**config.mk**
```make
export PLATFORM = sky130hd
export DESIGN_NAME = rpfc_rx_filter
export DESIGN_NICKNAME = d
export VERILOG_FILES = /design/src/common/rpfc_pkg.sv /design/src/core/rpfc_rx_filter.sv
export SDC_FILE = /design/constraint.sdc
export NUM_CORES = 1
export LEC_CHECK = 0
export BUFFER_PORTS_ARGS = -buffer_cell sky130_fd_sc_hd__buf_2
export CAP_MARGIN = 30
export CORE_MARGIN = 2
export CORE_UTILIZATION = 55
export CTS_BUF_LIST = sky130_fd_sc_hd__clkbuf_8
export DETAILED_ROUTE_END_ITERATION = 10
export GPL_TIMING_DRIVEN = 0
export PLACE_DENSITY = 0.88
export SYNTH_ARGS = -nofsm -noshare
export SYNTH_HDL_FRONTEND = slang
export SYNTH_SLANG_ARGS = --single-unit
```
**constraint.sdc**
```tcl
create_clock -name clk_sys -period 3.59 [get_ports clk_sys]
set_input_delay 0.5385 -clock clk_sys [delete_from_list [all_inputs] [get_ports clk_sys]]
set_output_delay 0.5385 -clock clk_sys [all_outputs]
set_load 0.005 [all_outputs]
```
**src/common/rpfc_pkg.sv**
```systemverilog
// Constants, field layouts and carrier types of the receive frame filter
//////////////////////////////////////////////////////////////////////////////
// Functional notes
// - Strip preamble and sync, queue payload only
// - Fixed format takes exactly payload_byte_limit bytes; limit 0 never ends the frame
// - Variable format loads length from first byte
// - Variable length above limit discards frame
// - Address is byte 1 variable, byte 0 fixed
// - Filter 01 accepts own station identifier only
// - Filter 10 accepts own or group identifier
// - Sync detection starts payload, raises frame match
// - Frames without sync dropped without any event
// - Limit 2047 disables length discard, length kept
// - Checksum appended after message on transmit
// - Receive compares checksum, check bytes never queued
// - Failed check clears queue, no available event
// - Keep failed bit retains payload, raises event
// - Select 0 CCITT seed 1D0F complemented, 1 alternate
// - Available event on event pin 0 when complete
// - Coding 01 Manchester, one is 10, zero 01
// - Manchester on payload and check bytes only
// - At most one balance coding method active
package rpfc_pkg;
  localparam int RPFC_LIMIT_W = 11;
  localparam int RPFC_SYNC_MAX = 8;
  localparam logic [10:0] RPFC_NO_LIMIT = 11'h7FF;
  localparam logic [10:0] RPFC_UNLIMITED = 11'h000;
  localparam logic [15:0] RPFC_CCITT_POLY = 16'h1021;
  localparam logic [15:0] RPFC_CCITT_SEED = 16'h1D0F;
  localparam logic [15:0] RPFC_ALT_POLY = 16'h8005;
  localparam logic [15:0] RPFC_ALT_SEED = 16'hFFFF;
  localparam logic [1:0] RPFC_FILT_OWN = 2'h1;
  localparam logic [1:0] RPFC_FILT_GROUP = 2'h2;
  localparam logic [1:0] RPFC_CODE_MANCH = 2'h1;
  localparam logic [2:0] RPFC_LAST_BIT = 3'h7;
  localparam logic [10:0] RPFC_ADDR_IDX_FIXED = 11'h000;
  localparam logic [10:0] RPFC_ADDR_IDX_VAR = 11'h001;
  localparam logic [63:0] RPFC_SHIFT_RST = 64'h0;
  localparam logic [15:0] RPFC_CRC_RST = 16'h0;

  // Configuration carried as one bundle
  typedef struct packed {
    logic var_format;
    logic [10:0] payload_byte_limit;
    logic [3:0] sync_bytes;
    logic [63:0] sync_pattern;
    logic [1:0] station_filter_select;
    logic [7:0] own_station_identifier;
    logic [7:0] group_station_identifier;
    logic check_enable_bit;
    logic keep_failed_frame_bit;
    logic crc_polynomial_select;
    logic [1:0] balance_coding_select;
  } rpfc_cfg_t;

  // Status flags carried as one bundle
  typedef struct packed {
    logic frame_match_flag;
    logic check_passed_flag;
    logic payload_available_event;
    logic queue_empty_flag;
    logic queue_full_flag;
    logic queue_threshold_flag;
  } rpfc_flags_t;
endpackage : rpfc_pkg

```
**src/core/rpfc_rx_filter.sv**
```systemverilog
// Receive frame filter: sync hunt, length and address filtering, check, queue
//////////////////////////////////////////////////////////////////////////////
module rpfc_fifo #(
  parameter int WIDTH = 8,
  parameter int DEPTH = 8
) (
  input wire logic clk_sys, // System clock
  input wire logic reset, // Synchronous reset
  input wire logic clr, // Flush all entries
  input wire logic in_valid, // Write request
  output logic in_ready, // Room for a word
  input wire logic [WIDTH-1:0] in_data, // Write data
  output logic out_valid, // Word available
  input wire logic out_ready, // Reader takes word
  output logic [WIDTH-1:0] out_data, // Head word
  output logic [$clog2(DEPTH):0] level // Words held
);
  import rpfc_pkg::*;
  localparam int AW = $clog2(DEPTH);

  // Refuse depths the pointer arithmetic cannot serve
  if (DEPTH < 2 || (1 << AW) != DEPTH || WIDTH < 1) begin : g_bad_depth
    $error("rpfc_fifo: DEPTH must be a power of two, at least 2");
  end

  logic [WIDTH-1:0] mem_reg [DEPTH];
  logic [WIDTH-1:0] mem_next [DEPTH];
  logic [AW-1:0] wr_reg, wr_next, rd_reg, rd_next;
  logic [AW:0] cnt_reg, cnt_next;
  logic push, pop;

  assign in_ready = (cnt_reg != DEPTH[AW:0]);
  assign out_valid = (cnt_reg != '0);
  assign out_data = mem_reg[rd_reg];
  assign level = cnt_reg;
  assign push = in_valid && in_ready;
  assign pop = out_valid && out_ready;

  // Pointer and count update, flush wins
  always_comb begin
    mem_next = mem_reg;
    wr_next = wr_reg;
    rd_next = rd_reg;
    cnt_next = cnt_reg;
    if (clr) begin
      wr_next = '0;
      rd_next = '0;
      cnt_next = '0;
    end else begin
      if (push) begin
        mem_next[wr_reg] = in_data;
        wr_next = wr_reg + 1'b1;
      end
      if (pop)
        rd_next = rd_reg + 1'b1;
      cnt_next = cnt_reg + {{AW{1'b0}}, push} - {{AW{1'b0}}, pop};
    end
  end

  // Registers
  always_ff @(posedge clk_sys) begin
    if (reset) begin
      wr_reg <= '0;
      rd_reg <= '0;
      cnt_reg <= '0;
    end else begin
      wr_reg <= wr_next;
      rd_reg <= rd_next;
      cnt_reg <= cnt_next;
    end
    mem_reg <= mem_next;
  end
endmodule : rpfc_fifo

//////////////////////////////////////////////////////////////////////////////
module rpfc_rx_filter #(
  parameter int DEPTH = 8
) (
  input wire logic clk_sys, // System clock, 40 MHz
  input wire logic reset, // Synchronous reset, active high
  input wire logic rx_enable, // Receive mode on
  input wire logic rx_chip, // Chip from bit synchronizer
  input wire logic rx_chip_valid, // Chip strobe
  output logic rx_chip_ready, // Chip accepted
  input wire rpfc_pkg::rpfc_cfg_t cfg, // Frame configuration
  input wire logic [$clog2(DEPTH):0] queue_threshold, // Threshold level
  output logic [7:0] rd_data, // Queue head byte
  output logic rd_valid, // Queue not empty
  input wire logic rd_ready, // Host pops byte
  output rpfc_pkg::rpfc_flags_t flags, // Status flags
  output logic event_pin_0 // Payload available
);
  import rpfc_pkg::*;

  typedef enum logic [1:0] {S_HUNT, S_BODY, S_CHECK} rpfc_state_t;

  // CRC over one byte, MSB first
  function automatic logic [15:0] crc_byte(logic [15:0] crc, logic [7:0] d, logic sel);
    logic [15:0] c;
    logic fb;
    c = crc;
    for (int i = 7; i >= 0; i--) begin
      fb = c[15] ^ d[i];
      c = {c[14:0], 1'b0} ^ (fb ? (sel ? RPFC_ALT_POLY : RPFC_CCITT_POLY) : 16'h0000);
    end
    return c;
  endfunction : crc_byte

  // Sync comparison over the configured number of bytes
  function automatic logic sync_hit(logic [63:0] sh, logic [63:0] pat, logic [3:0] n);
    logic [63:0] m;
    m = '0;
    for (int i = 0; i < RPFC_SYNC_MAX; i++)
      if (i < n)
        m[i*8 +: 8] = 8'hFF;
    return (n != 4'h0) && (((sh ^ pat) & m) == 64'h0);
  endfunction : sync_hit

  rpfc_state_t state_reg, state_next;
  logic [63:0] shift_reg, shift_next;
  logic half_reg, half_next, first_reg, first_next;
  logic [2:0] bit_reg, bit_next;
  logic [7:0] byte_reg, byte_next;
  logic [10:0] remain_reg, remain_next, idx_reg, idx_next;
  logic [15:0] crc_reg, crc_next, crx_reg, crx_next;
  logic ccnt_reg, ccnt_next;
  logic pend_reg, pend_next;
  logic [7:0] pdat_reg, pdat_next;
  logic match_reg, match_next, ok_reg, ok_next;
  logic arm_reg, arm_next, avail_reg, avail_next;
  logic take, manch, bit_ok, bit_val, byte_done, clr, wr_ready, q_empty;
  logic [7:0] byte_full;
  logic [15:0] crc_fin;
  logic [$clog2(DEPTH):0] q_level;

  assign rx_chip_ready = !(pend_reg && !wr_ready);
  assign take = rx_chip_valid && rx_chip_ready && rx_enable;
  assign manch = (cfg.balance_coding_select == RPFC_CODE_MANCH);
  assign byte_full = {byte_reg[6:0], bit_val};
  assign crc_fin = cfg.crc_polynomial_select ? crc_reg : ~crc_reg;

  // Chip to bit after sync (payload and check bytes): NRZ, or pairs of chips when Manchester is selected
  always_comb begin
    bit_ok = 1'b0;
    bit_val = rx_chip;
    half_next = half_reg;
    first_next = first_reg;
    if (take && state_reg != S_HUNT) begin
      if (manch) begin
        if (!half_reg) begin
          half_next = 1'b1;
          first_next = rx_chip;
        end else begin
          half_next = 1'b0;
          bit_ok = 1'b1;
          bit_val = first_reg;
        end
      end else begin
        bit_ok = 1'b1;
      end
    end
    if (state_reg == S_HUNT)
      half_next = 1'b0;
  end

  assign byte_done = bit_ok && (bit_reg == RPFC_LAST_BIT);

  // Frame sequencing
  always_comb begin
    state_next = state_reg;
    shift_next = shift_reg;
    bit_next = bit_reg;
    byte_next = byte_reg;
    remain_next = remain_reg;
    idx_next = idx_reg;
    crc_next = crc_reg;
    crx_next = crx_reg;
    ccnt_next = ccnt_reg;
    match_next = match_reg;
    ok_next = ok_reg;
    pend_next = pend_reg && !wr_ready;
    pdat_next = pdat_reg;
    arm_next = arm_reg && pend_reg;
    clr = 1'b0;
    if (bit_ok) begin
      byte_next = byte_full;
      bit_next = bit_reg + 3'h1;
    end
    unique case (state_reg)
      S_HUNT: begin
        // Preamble and noise shift through; no event until sync hits
        if (take) begin
          shift_next = {shift_reg[62:0], rx_chip};
          if (sync_hit(shift_next, cfg.sync_pattern, cfg.sync_bytes)) begin
            state_next = S_BODY;
            match_next = 1'b1;
            ok_next = 1'b0;
            arm_next = 1'b0;
            bit_next = '0;
            idx_next = '0;
            remain_next = cfg.payload_byte_limit;
            crc_next = cfg.crc_polynomial_select ? RPFC_ALT_SEED : RPFC_CCITT_SEED;
          end
        end
      end
      S_BODY: begin
        if (byte_done) begin
          // Every payload byte is queued, length and address included
          pend_next = 1'b1;
          pdat_next = byte_full;
          crc_next = crc_byte(crc_reg, byte_full, cfg.crc_polynomial_select);
          idx_next = (idx_reg == RPFC_NO_LIMIT) ? idx_reg : idx_reg + 11'h001;
          if (cfg.var_format && idx_reg == '0) begin
            remain_next = {3'h0, byte_full};
          end else if (!(cfg.payload_byte_limit == RPFC_UNLIMITED && !cfg.var_format)) begin
            remain_next = remain_reg - 11'h001;
          end
          // Length filter, disabled at the all-ones limit
          if (cfg.var_format && idx_reg == '0 && cfg.payload_byte_limit != RPFC_NO_LIMIT
              && {3'h0, byte_full} > cfg.payload_byte_limit) begin
            clr = 1'b1;
          end
          // Station filter on the address position
          if (idx_reg == (cfg.var_format ? RPFC_ADDR_IDX_VAR : RPFC_ADDR_IDX_FIXED)) begin
            if (cfg.station_filter_select == RPFC_FILT_OWN
                && byte_full != cfg.own_station_identifier)
              clr = 1'b1;
            if (cfg.station_filter_select == RPFC_FILT_GROUP
                && byte_full != cfg.own_station_identifier
                && byte_full != cfg.group_station_identifier)
              clr = 1'b1;
          end
          if (!clr && remain_next == '0
              && !(cfg.payload_byte_limit == RPFC_UNLIMITED && !cfg.var_format)) begin
            if (cfg.check_enable_bit) begin
              state_next = S_CHECK;
              ccnt_next = 1'b0;
            end else begin
              state_next = S_HUNT;
              arm_next = 1'b1;
              match_next = 1'b0;
              shift_next = RPFC_SHIFT_RST;
            end
          end
        end
      end
      S_CHECK: begin
        // Check bytes feed only the comparator, never the queue
        if (byte_done) begin
          crx_next = {crx_reg[7:0], byte_full};
          ccnt_next = 1'b1;
          if (ccnt_reg) begin
            ok_next = ({crx_reg[7:0], byte_full} == crc_fin);
            state_next = S_HUNT;
            match_next = 1'b0;
            shift_next = RPFC_SHIFT_RST;
            if (ok_next || cfg.keep_failed_frame_bit)
              arm_next = 1'b1;
            else
              clr = 1'b1;
          end
        end
      end
      default: begin
        state_next = S_HUNT;
      end
    endcase
    // Discarded frames leave nothing behind
    if (clr) begin
      pend_next = 1'b0;
      arm_next = 1'b0;
      if (state_reg == S_BODY) begin
        state_next = S_HUNT;
        match_next = 1'b0;
        shift_next = RPFC_SHIFT_RST;
      end
    end
    if (!rx_enable && state_reg != S_HUNT) begin
      state_next = S_HUNT;
      match_next = 1'b0;
      shift_next = RPFC_SHIFT_RST;
    end
  end

  // Event rises once the last byte is queued; holds until queue drains or the next sync hits
  always_comb begin
    avail_next = (arm_reg && !pend_reg) || (avail_reg && !q_empty);
    if (state_next == S_BODY && state_reg == S_HUNT)
      avail_next = 1'b0;
  end

  // Registers
  always_ff @(posedge clk_sys) begin
    if (reset) begin
      state_reg <= S_HUNT;
      shift_reg <= RPFC_SHIFT_RST;
      half_reg <= 1'b0;
      first_reg <= 1'b0;
      bit_reg <= '0;
      byte_reg <= '0;
      remain_reg <= '0;
      idx_reg <= '0;
      crc_reg <= RPFC_CRC_RST;
      crx_reg <= RPFC_CRC_RST;
      ccnt_reg <= 1'b0;
      pend_reg <= 1'b0;
      pdat_reg <= '0;
      match_reg <= 1'b0;
      ok_reg <= 1'b0;
      arm_reg <= 1'b0;
      avail_reg <= 1'b0;
    end else begin
      state_reg <= state_next;
      shift_reg <= shift_next;
      half_reg <= half_next;
      first_reg <= first_next;
      bit_reg <= bit_next;
      byte_reg <= byte_next;
      remain_reg <= remain_next;
      idx_reg <= idx_next;
      crc_reg <= crc_next;
      crx_reg <= crx_next;
      ccnt_reg <= ccnt_next;
      pend_reg <= pend_next;
      pdat_reg <= pdat_next;
      match_reg <= match_next;
      ok_reg <= ok_next;
      arm_reg <= arm_next;
      avail_reg <= avail_next;
    end
  end

  // Payload queue toward the host
  rpfc_fifo #(.WIDTH(8), .DEPTH(DEPTH)) u_queue (
    .clk_sys(clk_sys),
    .reset(reset),
    .clr(clr),
    .in_valid(pend_reg),
    .in_ready(wr_ready),
    .in_data(pdat_reg),
    .out_valid(rd_valid),
    .out_ready(rd_ready),
    .out_data(rd_data),
    .level(q_level)
  );

  assign q_empty = !rd_valid;
  assign flags.frame_match_flag = match_reg;
  assign flags.check_passed_flag = ok_reg;
  assign flags.payload_available_event = avail_reg;
  assign flags.queue_empty_flag = q_empty;
  assign flags.queue_full_flag = !wr_ready;
  assign flags.queue_threshold_flag = (q_level > queue_threshold);
  assign event_pin_0 = avail_reg;
endmodule : rpfc_rx_filter

```
==> run metrics <==
status=finished, violations left; violated checks=setup timing; yosys warns=0; Starting DRT DRC Count=743; Post-Synth XOR/XNOR Area=12.5%; clock tree from TritonCTS=yes; cell count along the critical path=14; Slew headroom=47.1%; fraction of the cycle the final worst path needs=101%; per-cell routed wire length=18.5 um; number of antenna violations at the first check in global routing=0; type of the worst min-delay path=primary input to register; wire length of the first global-routing pass=47100 um; Final Instance Area=13100 sq um; final weighted congestion of routability-driven global placement=0.997; clock latency of the later-clocked register in the worst-skew pair=0.55 ns; critical path launch point type=register; synth top area cells=dfxtp_1 27%, edfxtp_1 17%, xnor2_1 6.3%; Die Height=146 um; register bit count reported by yosys=211; cell family with the largest share of critical-path delay=simple AND/OR/NAND/NOR gates; number of buffers added by the clock tree synthesis step=37; prevailing post-synth register cell=dfxtp_1; fmax=276 MHz; htree depth=2; timing endpoint of the critical path=u_queue.mem_reg[24]; Async SR Flop Fraction=0%; most repeated cell in the gate-level netlist after synthesis=dfxtp_1; Max Slew Vio Count=0; share of synthesized cell area in full adder, half adder and majority cells=3.35%; Buf+Inv Stages, Crit Path=4; crit path from=state_reg[0]; antenna diode instance count=0; detailed-route vias per instance=6.01; maximum VDD drop=0.248 mV; biggest cell delay along the critical path=0.43 ns; clock-pin slew on the worst setup and hold paths=0.06 ns; Sum Neg Setup Slack=-0.193 ns; overall track demand over capacity in global routing=27.0%; compound-gate portion of the synthesized area=14.0%; Cell variety after synth=70; Worst Setup Slack, final=-0.0270 ns; Slowest-stage cell, CP=or3_4; number of cell instances on the worst register-to-register path=14; hold path startpoint=cfg[101]; reg-to-reg critical path startpoint=state_reg[0]; post-synthesis area per instance=9.85 sq um; slew at the pin closest to its max-slew limit=0.788 ns; largest family of logic cells by synthesized area=simple AND/OR/NAND/NOR gates; overflow left after global routing=0; number of nets with antenna violations after routing=0; Syn-to-layout area delta=18.5%; final critical delay including setup and external delays=3.62 ns; cell at the root of the clock tree=clkbuf_8; end of the worst register-to-register path=u_queue.mem_reg[24]; register-to-register setup slack=-0.03 ns; area share of and/or/nand/nor cells after synthesis=16.3%; via count=9607; critical path's most frequent cell=buf_4; Crit Path Category=register to register; sequential share of the synthesized area=44.0%; row count=51; # port buffers=128; proportion of netlist area held by the largest area contributor=26.6%; Worst Setup End Kind=register; Die Area=21200 sq um; Max-cap violations=0; static leakage power=4.96 nW; Detail Placement HPWL=20800 um; post-synthesis cell type with the largest combined area=dfxtp_1; RSZ-0062 raised after global routing=yes; Setup-failing EPs final=11; Power Dens Cells=436 nW/um^2; number of clock sinks=211; total core area=19600 sq um; wirelength, routed=29600 um; area of the mapped netlist=11000 sq um; fraction of synthesized area in multiplexers=4.98%; vias in the first global route=9485; dpl cell area=12000 sq um; synthesized instance count=1122; DRC violation count after routing=0; DR pass1 iterations=5; max FFs per register=64; number of flops mapped to enable cells by yosys=64; fraction of layout cells with a size suffix above 1=22.6%; number of hold-slack violations in the final timing report=0; critical path data required time=3.83 ns; cells traversed along the worst timing path=inv_1 -> ha_4 -> nand3b_1 -> buf_4 -> o31ai_4 -> o41a_1 -> buf_4 -> xnor2_2 -> a21oi_1 -> nand4_1 -> a21oi_2 -> or3_4 -> nor3b_4 -> buf_12; Post-CTS Hold Buffers=0; Clock Skews=0.0293 ns; maximum number of pins on one net before global-route repair=11; I/O pin count=130; final core area utilization=66.8%; initial core utilization=56.4%; synthesized net count=1264; number of buffers on the longest clock path=3; maximum fanout count along the critical path=8; number of nets at the end of the flow=1446; Die Wd=146 um; leading post-synthesis cells by instance count=147 x dfxtp_1, 142 x nor2_1, 80 x xnor2_1; data arrival time of the critical path=3.86 ns
## cell families (layout without fill, tap and decap cells)
family,Yosys count,in the layout
xor gates and xnor gates,158,158
buffers and inverters,107,318
AOI/OAI and AO/OA,215,215
and+or+nand+nor,368,368
adders and majority gates,29,29
DFF,211,211
muxes,34,34
## what timing repair did
item / 4_1_cts / 5_1_grt
pin swaps: 8 / 10
gates resized for setup: 27 / 20
endpoints found under the setup margin: 150 / 139
setup buffers: 7 / 7
## metrics by stage
stage / std cells / hold slack [ns] / total power, mW / setup WS, ns
finish: 1598 / 0.333 / 5.70 / -0.0270
global route: 1598 / 0.349 / 5.94 / -0.0403
CTS: 1591 / 0.320 / 5.72 / 0.0117
detailed placement: 1516 / 0.469 / 3.54 / -0.754
global placement: 1515 / 0.454 / 3.50 / -0.958
floorplan: 1122 / 0.443 / 3.21 / -0.0963
## report_power, final
group / internal (mW) / switching [mW] / total, mW
sequential: 2.47 / 0.0278 / 2.50
combinational: 0.514 / 0.492 / 1.01
clock: 1.18 / 1.02 / 2.20
## cells in the final DEF (no fill, tap or decap), drive strengths merged, types with 5 or more instances in the layout
| cell | n |
|---|---|
| a21o | 5 |
| ha | 28 |
| xor2 | 78 |
| mux2i | 10 |
| nand4 | 17 |
| buf | 167 |
| inv | 44 |
| edfxtp | 64 |
| o31ai | 7 |
| nor2b | 5 |
| o21ai | 16 |
| or4 | 5 |
| nand2 | 68 |
| xnor2 | 80 |
| nand3 | 23 |
| a211oi | 16 |
| nor3b | 14 |
| o221a | 11 |
| a21oi | 53 |
| clkinv | 15 |
| a31oi | 6 |
| nand2b | 9 |
| or3 | 8 |
| a22oi | 64 |
| mux2 | 8 |
| nor4 | 32 |
| and3 | 5 |
| nor3 | 22 |
| dfxtp | 147 |
| clkbuf | 87 |
| mux4 | 16 |
| nor2 | 142 |
## worst min path at each step
stage	to	slack, ns	depth (start not counted)
2_1_floorplan	match_reg	0.44	2
3_3_place_gp	crx_reg[1]	0.45	2
3_5_place_dp	crx_reg[6]	0.47	2
4_1_cts	remain_reg[10]	0.32	2
5_1_grt	remain_reg[6]	0.35	2
6_report	remain_reg[10]	0.33	2
## cell type report
class,count,area (sq um)
clock buffers,43,592
multi-input cells,804,5820
repair buffers,143,791
flip-flops and latches,211,4870
fillers,1468,6500
clock inverters,25,146
inverters,38,143
well taps,265,332
plain buffers,69,400
## metal layers
metal	wire (um)	global-route usage, %
met5	0	0
met4	1130	12.6
met3	2430	5.55
met2	14400	45.4
met1	11600	33.4
No activity file was read; power rests on OpenSTA's default activity.
